<file path="src/verilog/psdr_defs.vh">
// Purpose: Constants for the processor status and debug register bank
// Assumes: Register numbers are word indices on the processor status port
// Notes:   Field positions and reset values for the design; the bench uses its own literals
`ifndef PSDR_DEFS_VH
`define PSDR_DEFS_VH

// ----------------------------------------------------------------
// Register numbers
// ----------------------------------------------------------------
`define PSDR_OSC_CTRL          8'h06
`define PSDR_TILE_CELL_OSC     8'h07
`define PSDR_TILE_WIRE_OSC     8'h08
`define PSDR_PERIPH_CELL_OSC   8'h09
`define PSDR_PERIPH_WIRE_OSC   8'h0A
`define PSDR_RAM_CAPACITY      8'h0C
`define PSDR_DBG_SAVED_STATUS  8'h10
`define PSDR_DBG_SAVED_PC      8'h11
`define PSDR_DBG_SAVED_SP      8'h12
`define PSDR_DBG_THREAD_SEL    8'h13
`define PSDR_DBG_REG_SEL       8'h14
`define PSDR_DBG_IRQ_CAUSE     8'h15

// ----------------------------------------------------------------
// Field layouts
// ----------------------------------------------------------------
`define PSDR_OSC_CNT_W         16
`define PSDR_OSC_CORE_EN_BIT   1
`define PSDR_OSC_PERIPH_EN_BIT 0
`define PSDR_SSR_W             11
`define PSDR_SSR_WR_MASK       11'h6DF
`define PSDR_SSR_ISSUE_BIT     8
`define PSDR_THREAD_W          8
`define PSDR_REGSEL_W          5
`define PSDR_CAUSE_W           3
`define PSDR_BPIDX_W           2
`define PSDR_BP_COUNT          4
`define PSDR_CAUSE_THREAD_LSB  8
`define PSDR_CAUSE_BPIDX_LSB   16

// ----------------------------------------------------------------
// Cause codes and reset values
// ----------------------------------------------------------------
`define PSDR_CAUSE_NONE        3'h0
`define PSDR_CAUSE_HOST        3'h1
`define PSDR_CAUSE_DEBUG_CALL_INSTR       3'h2
`define PSDR_CAUSE_IBREAK      3'h3
`define PSDR_CAUSE_DWATCH      3'h4
`define PSDR_CAUSE_RWATCH      3'h5
`define PSDR_RAM_BYTES_DEF     32'h0002_0000

`endif

</file>
<file path="src/verilog/psdr_regs.v">
// Purpose: Processor status and debug register bank for one tile
// Assumes: One core clock; registers reached over the processor status port
// Notes:   Ring oscillators are modelled as gated counters on their own enables
//
// Function
// - Four oscillator count registers at 0x07-0x0A
// - Counts sit in 15:0, upper bits zero
// - System reset leaves oscillator counts untouched
// - RAM byte size in bits 31:2
// - Capture saved status word on debugger entry
// - Status bits 0,1: events, interrupts enabled
// - Status bits 2,3,4: enabling, handler, kernel
// - Status bits 6,7: paused, fast mode
// - Bit 8 read-only issue mode; 9 and 10 writable
// - Capture saved program counter, debugger read/write
// - Capture saved stack pointer, debugger read/write
// - Thread select field drives register-read thread
// - Register index field drives register-read selection
// - Three-bit cause field, resets to zero
// - Cause codes one to five by source
// - Thread field, zero for host requests
// - Breakpoint index, zero for host and debug-call
// - Lowest-numbered simultaneous breakpoint is reported
// - Oscillator enables in control bits 1 and 0
`timescale 1ns/1ps
`include "psdr_defs.vh"

module psdr_regs
#(
  parameter [31:0] RAM_BYTES = `PSDR_RAM_BYTES_DEF
)
(
  input  wire        core_clk,
  input  wire        rst,
  input  wire        ps_wr,
  input  wire        ps_rd,
  input  wire [7:0]  ps_addr,
  input  wire [31:0] ps_wdata,
  output reg  [31:0] ps_rdata,
  input  wire        dbg_entry,
  input  wire [2:0]  dbg_cause,
  input  wire [7:0]  dbg_thread,
  input  wire [3:0]  dbg_bp_hits,
  input  wire [10:0] saved_status_word,
  input  wire [31:0] saved_program_counter,
  input  wire [31:0] saved_stack_pointer,
  input  wire        cur_issue_mode,
  output wire [7:0]  debug_thread_reg_read_thread,
  output wire [4:0]  debug_thread_reg_read_index,
  output wire        core_osc_en,
  output wire        periph_osc_en
);

  // ----------------------------------------------------------------
  // Address decode
  // ----------------------------------------------------------------
  // One strobe per writable register keeps every write compare in one place
  wire        wr_osc_ctrl;
  wire        wr_ssr;
  wire        wr_spc;
  wire        wr_ssp;
  wire        wr_thread_sel;
  wire        wr_reg_sel;
  wire        wr_cause;

  assign wr_osc_ctrl   = ps_wr && (ps_addr == `PSDR_OSC_CTRL);
  assign wr_ssr        = ps_wr && (ps_addr == `PSDR_DBG_SAVED_STATUS);
  assign wr_spc        = ps_wr && (ps_addr == `PSDR_DBG_SAVED_PC);
  assign wr_ssp        = ps_wr && (ps_addr == `PSDR_DBG_SAVED_SP);
  assign wr_thread_sel = ps_wr && (ps_addr == `PSDR_DBG_THREAD_SEL);
  assign wr_reg_sel    = ps_wr && (ps_addr == `PSDR_DBG_REG_SEL);
  assign wr_cause      = ps_wr && (ps_addr == `PSDR_DBG_IRQ_CAUSE);

  // ----------------------------------------------------------------
  // Oscillator control and counters
  // ----------------------------------------------------------------
  localparam OSC_NUM = 4;

  reg  [1:0]  osc_ctrl_reg;
  reg  [1:0]  osc_ctrl_next;
  wire [3:0]  osc_run;
  wire [63:0] osc_cnt_flat;

  always @*
  begin
    osc_ctrl_next = osc_ctrl_reg;
    if (wr_osc_ctrl)
      osc_ctrl_next = ps_wdata[1:0];
  end

  always @(posedge core_clk or posedge rst)
  begin
    if (rst)
      osc_ctrl_reg <= 2'h0;
    else
      osc_ctrl_reg <= osc_ctrl_next;
  end

  assign core_osc_en   = osc_ctrl_reg[`PSDR_OSC_CORE_EN_BIT];
  assign periph_osc_en = osc_ctrl_reg[`PSDR_OSC_PERIPH_EN_BIT];

  // Tile counters follow the core enable, peripheral counters their own
  assign osc_run = {periph_osc_en, periph_osc_en, core_osc_en, core_osc_en};

  // Counters sit outside the reset net so counts survive a system reset.
  // A count only holds still once its enable is low, hence the wait
  // software must leave before reading it.
  genvar gi;
  generate
    for (gi = 0; gi < OSC_NUM; gi = gi + 1)
    begin : g_osc
      reg  [15:0] cnt_reg;
      wire [15:0] cnt_next;

      assign cnt_next = osc_run[gi] ? (cnt_reg + 16'h0001) : cnt_reg;

      always @(posedge core_clk)
      begin
        cnt_reg <= cnt_next;
      end

      assign osc_cnt_flat[gi*16 +: 16] = cnt_reg;
    end
  endgenerate

  // ----------------------------------------------------------------
  // Breakpoint priority
  // ----------------------------------------------------------------
  reg  [1:0]  bp_lowest;
  wire        no_index;

  // Lowest set hit wins
  always @*
  begin
    bp_lowest = 2'h0;
    if (dbg_bp_hits[0])
      bp_lowest = 2'h0;
    else if (dbg_bp_hits[1])
      bp_lowest = 2'h1;
    else if (dbg_bp_hits[2])
      bp_lowest = 2'h2;
    else if (dbg_bp_hits[3])
      bp_lowest = 2'h3;
  end

  // Host and debug-call entries carry no breakpoint number
  assign no_index = (dbg_cause == `PSDR_CAUSE_HOST) || (dbg_cause == `PSDR_CAUSE_DEBUG_CALL_INSTR);

  // ----------------------------------------------------------------
  // Debug capture registers
  // ----------------------------------------------------------------
  reg  [10:0] ssr_reg;
  reg  [10:0] ssr_next;
  reg  [31:0] spc_reg;
  reg  [31:0] spc_next;
  reg  [31:0] ssp_reg;
  reg  [31:0] ssp_next;
  reg  [7:0]  thread_sel_reg;
  reg  [7:0]  thread_sel_next;
  reg  [4:0]  reg_sel_reg;
  reg  [4:0]  reg_sel_next;
  reg  [2:0]  cause_reg;
  reg  [2:0]  cause_next;
  reg  [7:0]  cause_thread_reg;
  reg  [7:0]  cause_thread_next;
  reg  [1:0]  bp_idx_reg;
  reg  [1:0]  bp_idx_next;

  always @*
  begin
    ssr_next          = ssr_reg;
    spc_next          = spc_reg;
    ssp_next          = ssp_reg;
    thread_sel_next   = thread_sel_reg;
    reg_sel_next      = reg_sel_reg;
    cause_next        = cause_reg;
    cause_thread_next = cause_thread_reg;
    bp_idx_next       = bp_idx_reg;
    if (dbg_entry)
    begin
      // Capture beats a same-cycle debugger write
      ssr_next          = saved_status_word & `PSDR_SSR_WR_MASK;
      spc_next          = saved_program_counter;
      ssp_next          = saved_stack_pointer;
      cause_next        = dbg_cause;
      cause_thread_next = (dbg_cause == `PSDR_CAUSE_HOST) ? 8'h00 : dbg_thread;
      bp_idx_next       = no_index ? 2'h0 : bp_lowest;
    end
    else
    begin
      if (wr_ssr)
        ssr_next = ps_wdata[10:0] & `PSDR_SSR_WR_MASK;
      if (wr_spc)
        spc_next = ps_wdata;
      if (wr_ssp)
        ssp_next = ps_wdata;
      if (wr_cause)
      begin
        cause_next        = ps_wdata[2:0];
        cause_thread_next = ps_wdata[15:8];
        bp_idx_next       = ps_wdata[17:16];
      end
    end
    // Read selects are never captured, so their writes always land
    if (wr_thread_sel)
      thread_sel_next = ps_wdata[7:0];
    if (wr_reg_sel)
      reg_sel_next = ps_wdata[4:0];
  end

  always @(posedge core_clk or posedge rst)
  begin
    if (rst)
    begin
      ssr_reg          <= 11'h000;
      spc_reg          <= 32'h0000_0000;
      ssp_reg          <= 32'h0000_0000;
      thread_sel_reg   <= 8'h00;
      reg_sel_reg      <= 5'h00;
      cause_reg        <= `PSDR_CAUSE_NONE;
      cause_thread_reg <= 8'h00;
      bp_idx_reg       <= 2'h0;
    end
    else
    begin
      ssr_reg          <= ssr_next;
      spc_reg          <= spc_next;
      ssp_reg          <= ssp_next;
      thread_sel_reg   <= thread_sel_next;
      reg_sel_reg      <= reg_sel_next;
      cause_reg        <= cause_next;
      cause_thread_reg <= cause_thread_next;
      bp_idx_reg       <= bp_idx_next;
    end
  end

  assign debug_thread_reg_read_thread = thread_sel_reg;
  assign debug_thread_reg_read_index  = reg_sel_reg;

  // ----------------------------------------------------------------
  // Read views
  // ----------------------------------------------------------------
  // Reserved positions of control, RAM size, status and cause are tied to zero here; count and select reads pad in the read mux
  wire [31:0] osc_ctrl_view;
  wire [31:0] ram_view;
  wire [31:0] ssr_view;
  wire [31:0] cause_view;

  assign osc_ctrl_view = {30'h0000_0000, osc_ctrl_reg};
  assign ram_view      = {RAM_BYTES[31:2], 2'h0};
  assign ssr_view      = {21'h00_0000, ssr_reg[10:9], cur_issue_mode, ssr_reg[7:0]};
  assign cause_view    = {14'h0000, bp_idx_reg, cause_thread_reg, 5'h00, cause_reg};

  // ----------------------------------------------------------------
  // Read data
  // ----------------------------------------------------------------
  reg  [31:0] rdata_next;

  // Read data holds between reads; unmapped numbers read zero
  always @*
  begin
    rdata_next = ps_rdata;
    if (ps_rd)
    begin
      if (ps_addr == `PSDR_OSC_CTRL)
        rdata_next = osc_ctrl_view;
      else if (ps_addr == `PSDR_TILE_CELL_OSC)
        rdata_next = {16'h0000, osc_cnt_flat[15:0]};
      else if (ps_addr == `PSDR_TILE_WIRE_OSC)
        rdata_next = {16'h0000, osc_cnt_flat[31:16]};
      else if (ps_addr == `PSDR_PERIPH_CELL_OSC)
        rdata_next = {16'h0000, osc_cnt_flat[47:32]};
      else if (ps_addr == `PSDR_PERIPH_WIRE_OSC)
        rdata_next = {16'h0000, osc_cnt_flat[63:48]};
      else if (ps_addr == `PSDR_RAM_CAPACITY)
        rdata_next = ram_view;
      else if (ps_addr == `PSDR_DBG_SAVED_STATUS)
        rdata_next = ssr_view;
      else if (ps_addr == `PSDR_DBG_SAVED_PC)
        rdata_next = spc_reg;
      else if (ps_addr == `PSDR_DBG_SAVED_SP)
        rdata_next = ssp_reg;
      else if (ps_addr == `PSDR_DBG_THREAD_SEL)
        rdata_next = {24'h00_0000, thread_sel_reg};
      else if (ps_addr == `PSDR_DBG_REG_SEL)
        rdata_next = {27'h000_0000, reg_sel_reg};
      else if (ps_addr == `PSDR_DBG_IRQ_CAUSE)
        rdata_next = cause_view;
      else
        rdata_next = 32'h0000_0000;
    end
  end

  always @(posedge core_clk or posedge rst)
  begin
    if (rst)
      ps_rdata <= 32'h0000_0000;
    else
      ps_rdata <= rdata_next;
  end

endmodule

</file>
<file path="config.mk">
export PLATFORM = sky130hd
export DESIGN_NAME = psdr_regs
export DESIGN_NICKNAME = d
export VERILOG_FILES = /design/src/verilog/psdr_regs.v
export VERILOG_INCLUDE_DIRS = /design/src /design/src/verilog
export SDC_FILE = /design/constraint.sdc
export NUM_CORES = 1
export LEC_CHECK = 0
export BUFFER_PORTS_ARGS = -buffer_cell sky130_fd_sc_hd__buf_2
export CAP_MARGIN = 0
export CORE_ASPECT_RATIO = 0.9
export CORE_UTILIZATION = 40
export CTS_CLUSTER_DIAMETER = 100
export DETAILED_ROUTE_END_ITERATION = 12
export GPL_ROUTABILITY_DRIVEN = 0
export HOLD_SLACK_MARGIN = 0.1
export PLACE_DENSITY = 0.68
export SYNTH_ARGS = -nofsm -noshare
export SYNTH_HDL_FRONTEND = slang
export SYNTH_SLANG_ARGS = --single-unit
</file>
<file path="constraint.sdc">
create_clock -name core_clk -period 6.9 [get_ports core_clk]
set_clock_uncertainty 0.2 [all_clocks]
set_input_delay 0.345 -clock core_clk [delete_from_list [all_inputs] [get_ports core_clk]]
set_output_delay 0.345 -clock core_clk [all_outputs]
set_load 0.01 [all_outputs]
</file>
[Word level (Yosys, flattened, before mapping)]
Index checks and enable logic that the tools add are counted.
Storage, ports and cells
  input port bits: 136
  flip-flop bits (word level): 199
  output and inout port bits: 47
Operators by class
  add/subtract/negate cells: 4
  muxes and demuxes: 30
  equality and inequality tests: 14
  reductions and logical operators: 12
Operators by type and width (number)
  32-bit two-way mux: 13
  16-bit by 1-bit adder with 16-bit output (second input constant): 4
  18-bit two-way mux: 3
  8-bit by 5-bit == test with 1-bit output (second input constant): 6
  8-bit by 4-bit == test with 1-bit output (second input constant): 4
  8-bit two-way mux: 3
  11-bit two-way mux: 2
  8-bit by 3-bit == test with 1-bit output (second input constant): 2
  2-bit two-way mux: 7
  2-bit nonzero test: 4
  1-bit logical AND: 7
  3-bit two-way mux: 2
  3-bit by 1-bit == test with 1-bit output (second input constant): 1
  3-bit by 2-bit == test with 1-bit output (second input constant): 1
  1-bit logical OR: 1

[Longest topological paths before layout]
  depth in word-level cells: 13
  mapped depth: 8
  depth with buffers taken out: 5

[Worst setup path before layout]
No wires, ideal clock.
  kind: input port to flip-flop
  start: input ps_addr[3]
  end: register spc_reg[4]
  cell stages on the path: 7
  library setup time: 0.136 ns
  data required time: 6.564 ns
  arrival: 1.724 ns
  buffers on the path: 2
  slack: 4.839 ns
  cell sequence: buf_2 -> or3_4 -> nor3_4 -> nand3_4 -> buf_6 -> mux2i_1 -> o21ai_0
Between the ends
  longest elaborated chain between the ends: 3
Ends and longest elaborated chain
  start: declaration: line psdr_regs.v:37  | input wire [7:0] ps_addr,
  8-bit by 5-bit == test with 1-bit output (no line)
  1-bit logical AND: line psdr_regs.v:68  | assign wr_spc = ps_wr && (ps_addr == `PSDR_DBG_SAVED_PC);
  2-bit nonzero test (no line)
  end signal: assignment: line psdr_regs.v:227  | spc_reg <= spc_next;
  end: declaration: line psdr_regs.v:154  | reg [31:0] spc_reg;
Every way passes these cells.
A chain may end at the register's enable or synchronous reset.

[Worst setup path in the final report]
  start: input ps_addr[7]
  end: register spc_reg[31]
Same word-level chain as after synthesis.

==> impl_metrics.csv <==
group,metric,value,unit
outcome,outcome,"finished clean",
worst_hold_path,hp-class,"primary input to register",
timing,hold_viol,0,
timing,fin_setup_tns,0,ps
pwr,cellPowerDensity,200,nW/µm²
clocking,post-cts-setup-buffer-count,0,
die,num_io_pins,183,
placed_design,dpl_cell_area,11300,µm²
yosys,synth_top_cells_by_area,"dfrtp_1 33%, edfxtp_1 19%, mux2i_1 9.1%, nand2_1 4.8%, o21ai_0 4.7%",
clocking,cts_tree,"built",
timing,slew_headroom,36.8,%
cells_and_area,drive_gt1_share,20.2,%
yosys,synth_common_cells,"133 x dfrtp_1, 131 x nand2_1, 96 x o21ai_0",
die,core_area,25100,µm²
yosys,synth_warnings,0,
grt,grt_pass1_wl,48200,µm
cells_and_area,final_cell_area,13500,µm²
routing,drt.antenna.violating_nets,0,
setup_path,cp.required,7040,ps
timing,period_share,45.5,%
yosys,ys_seq_area_share,51.4,%
timing,fmax,319,MHz
yosys,yosys.area.top_type,"dfrtp_1",
die,die_w,170,µm
pwr,power,2700,µW
grt,track_usage,24.1,%
yosys,syn_nets,1105,
cells_and_area,layout.nets,1409,
grt,grt_pass1_vias,8752,
clocking,cts.hold.buffers_added,158,
clocking,insertion_delay,450,ps
setup_path,cp_max_fo,32,
setup_path,reg2regPathDepth,5,
placed_design,hpwlAfterDp,19400,µm
die,num_rows,55,
die,die_y,154,µm
yosys,synth_area,10200,µm²
clocking,cts_inserted_buffers,17,
timing,setup_violations,0,
setup_path,critical_path.max_stage_delay,680,ps
setup_path,arrival,3280,ps
timing,tightest_slew,948,ps
routing,first_iter_violations,732,
routing,dr.pass1.iters,5,
yosys,synth_edf_count,64,
routing,avgRoutedWirePerCell,18.8,µm
setup_path,path_cells,"buf_2 -> or3_4 -> nor3_4 -> nand3_4 -> mux2i_1 -> o21ai_0 -> dlygate4sd3_1",
yosys,avgSynthCellArea,10.6,µm²
timing,finalMaxSlewViolations,0,
cells_and_area,area_growth,32.3,%
setup_path,criticalPathCategory,"primary input to register",
job,drv_cap,0,
grt,antenna_found_initial,2,
clocking,root_buffer,"clkbuf_16",
die,initial_utilization,40.7,%
grt,grt_start_max_net_pins,76,
yosys,yosys.cell_types.count,67,
yosys,async_flop_share,67.5,%
yosys,synth_cells,965,
setup_path,startpoint_type,"primary input",
grt,grt_overflow,0,
routing,drt_wl_total,30700,µm
pwr,ir_worst_vdd,186,µV
cells_and_area,largest_reg_flops,64,
setup_path,cp-end-kind,"register",
yosys,synth_top_area_share,32.6,%
yosys,synth.most_common_cell,"dfrtp_1",
routing,viasPerCell,5.51,
clocking,htree_levels,4,
yosys,ys_ff_latch,197,
timing,rsz0062_at_grt,"no",
worst_hold_path,worstHoldPathCells,4,
clocking,cts-resized-gates,0,
yosys,ys.flop_type,"dfrtp_1",
setup_path,cpMaxStageDelayCell,"nand3_4",
clocking,ctsLongestPathBuffers,2,
die,die-area,26200,µm²
timing,min_period,3140,ps
clocking,clkSlewWorstSetupHoldPaths,80,ps
pwr,leakage,0.00605,µW
routing,vias,8968,
routing,drc,0,
placed_design,portBuffers,180,
clocking,clkSinkCount,197,
## final timing paths
path                                     start                              end  slack (ps)
max                                 ps_addr[7]                      spc_reg[31]        3760
min                               ps_wdata[16]                    bp_idx_reg[0]         120
max reg2reg                g_osc[1].cnt_reg[2]             g_osc[1].cnt_reg[15]        4880
min reg2reg                       ps_rdata[25]                     ps_rdata[25]         290
max in group asynchronous                  rst                     ps_rdata[11]        4850
min in group asynchronous                  rst  debug_thread_reg_read_thread[5]         350
## layout make-up
type / instances / area [µm²]
timing repair buffer: 347 / 2550
sequential: 197 / 5250
clock buffer: 17 / 425
inverter: 15 / 61.3
antenna: 3 / 7.51
clock inverter: 15 / 154
multi-input combinational: 691 / 4630
tap: 342 / 428
fill: 2159 / 11600
## placed cells by master, fill, tap and decap left out, drive strengths merged, types with 5 or more instances in the layout
master and count:
a21oi 21, a221oi 6, a22oi 24, a31oi 8, and3 19, buf 189, clkbuf 17, clkinv 5
dfrtp 133, dlygate4sd3 158, edfxtp 64, inv 23, mux2 20, mux2i 93, nand2 131, nand2b 10
nand3 40, nand4 11, nor2 35, nor2b 9, nor3 6, o21a 11, o21ai 114, o22ai 5
o2bb2ai 19, xnor2 42, xor2 16
## metrics by stage
stage / worst slack, ps / std cells / hold WS, ps / utilization (%)
floorplan: 2800 / 965 / 242 / -
global placement: 3730 / 1434 / 258 / 45.2
detailed placement: 3680 / 1434 / 268 / 45.2
CTS: 3860 / 1624 / 108 / 53.8
global route: 3650 / 1625 / 119 / 53.8
finish: 3760 / 1627 / 117 / 53.8
## critical path: cells and delay by family
kind	cells	cell delay, ps
AND/OR/NAND/NOR	3	1670
multiplexers	1	390
buffers and inverters	2	740
AO/OA/AOI/OAI	1	120
## kinds of logic (layout without fill, tap and decap cells)
group | after synthesis | after routing | synth area share, %
simple gates | 279 | 279 | 13.5
compound gates | 235 | 235 | 14.5
flops | 197 | 197 | 51.4
mux | 115 | 115 | 11.8
buf+inv | 77 | 394 | 3.35
xor+xnor | 58 | 58 | 4.97
fa+ha+maj | 4 | 4 | 0.490
other cells | 0 | 3 | 0
## power by group
group	switching [µW]	internal, µW
logic	188	189
registers	49.4	1280
clock network	515	486
total	752	1950
## per-layer routing
metal	share of wire (%)	up-vias	track usage, %
met5	0.026	-	0
met4	2.3	2	8.19
met3	8.1	51	5.95
met2	47	380	37.9
met1	43	4405	32.4
li1	-	4130	-
Power figures use the tool's default switching activity.
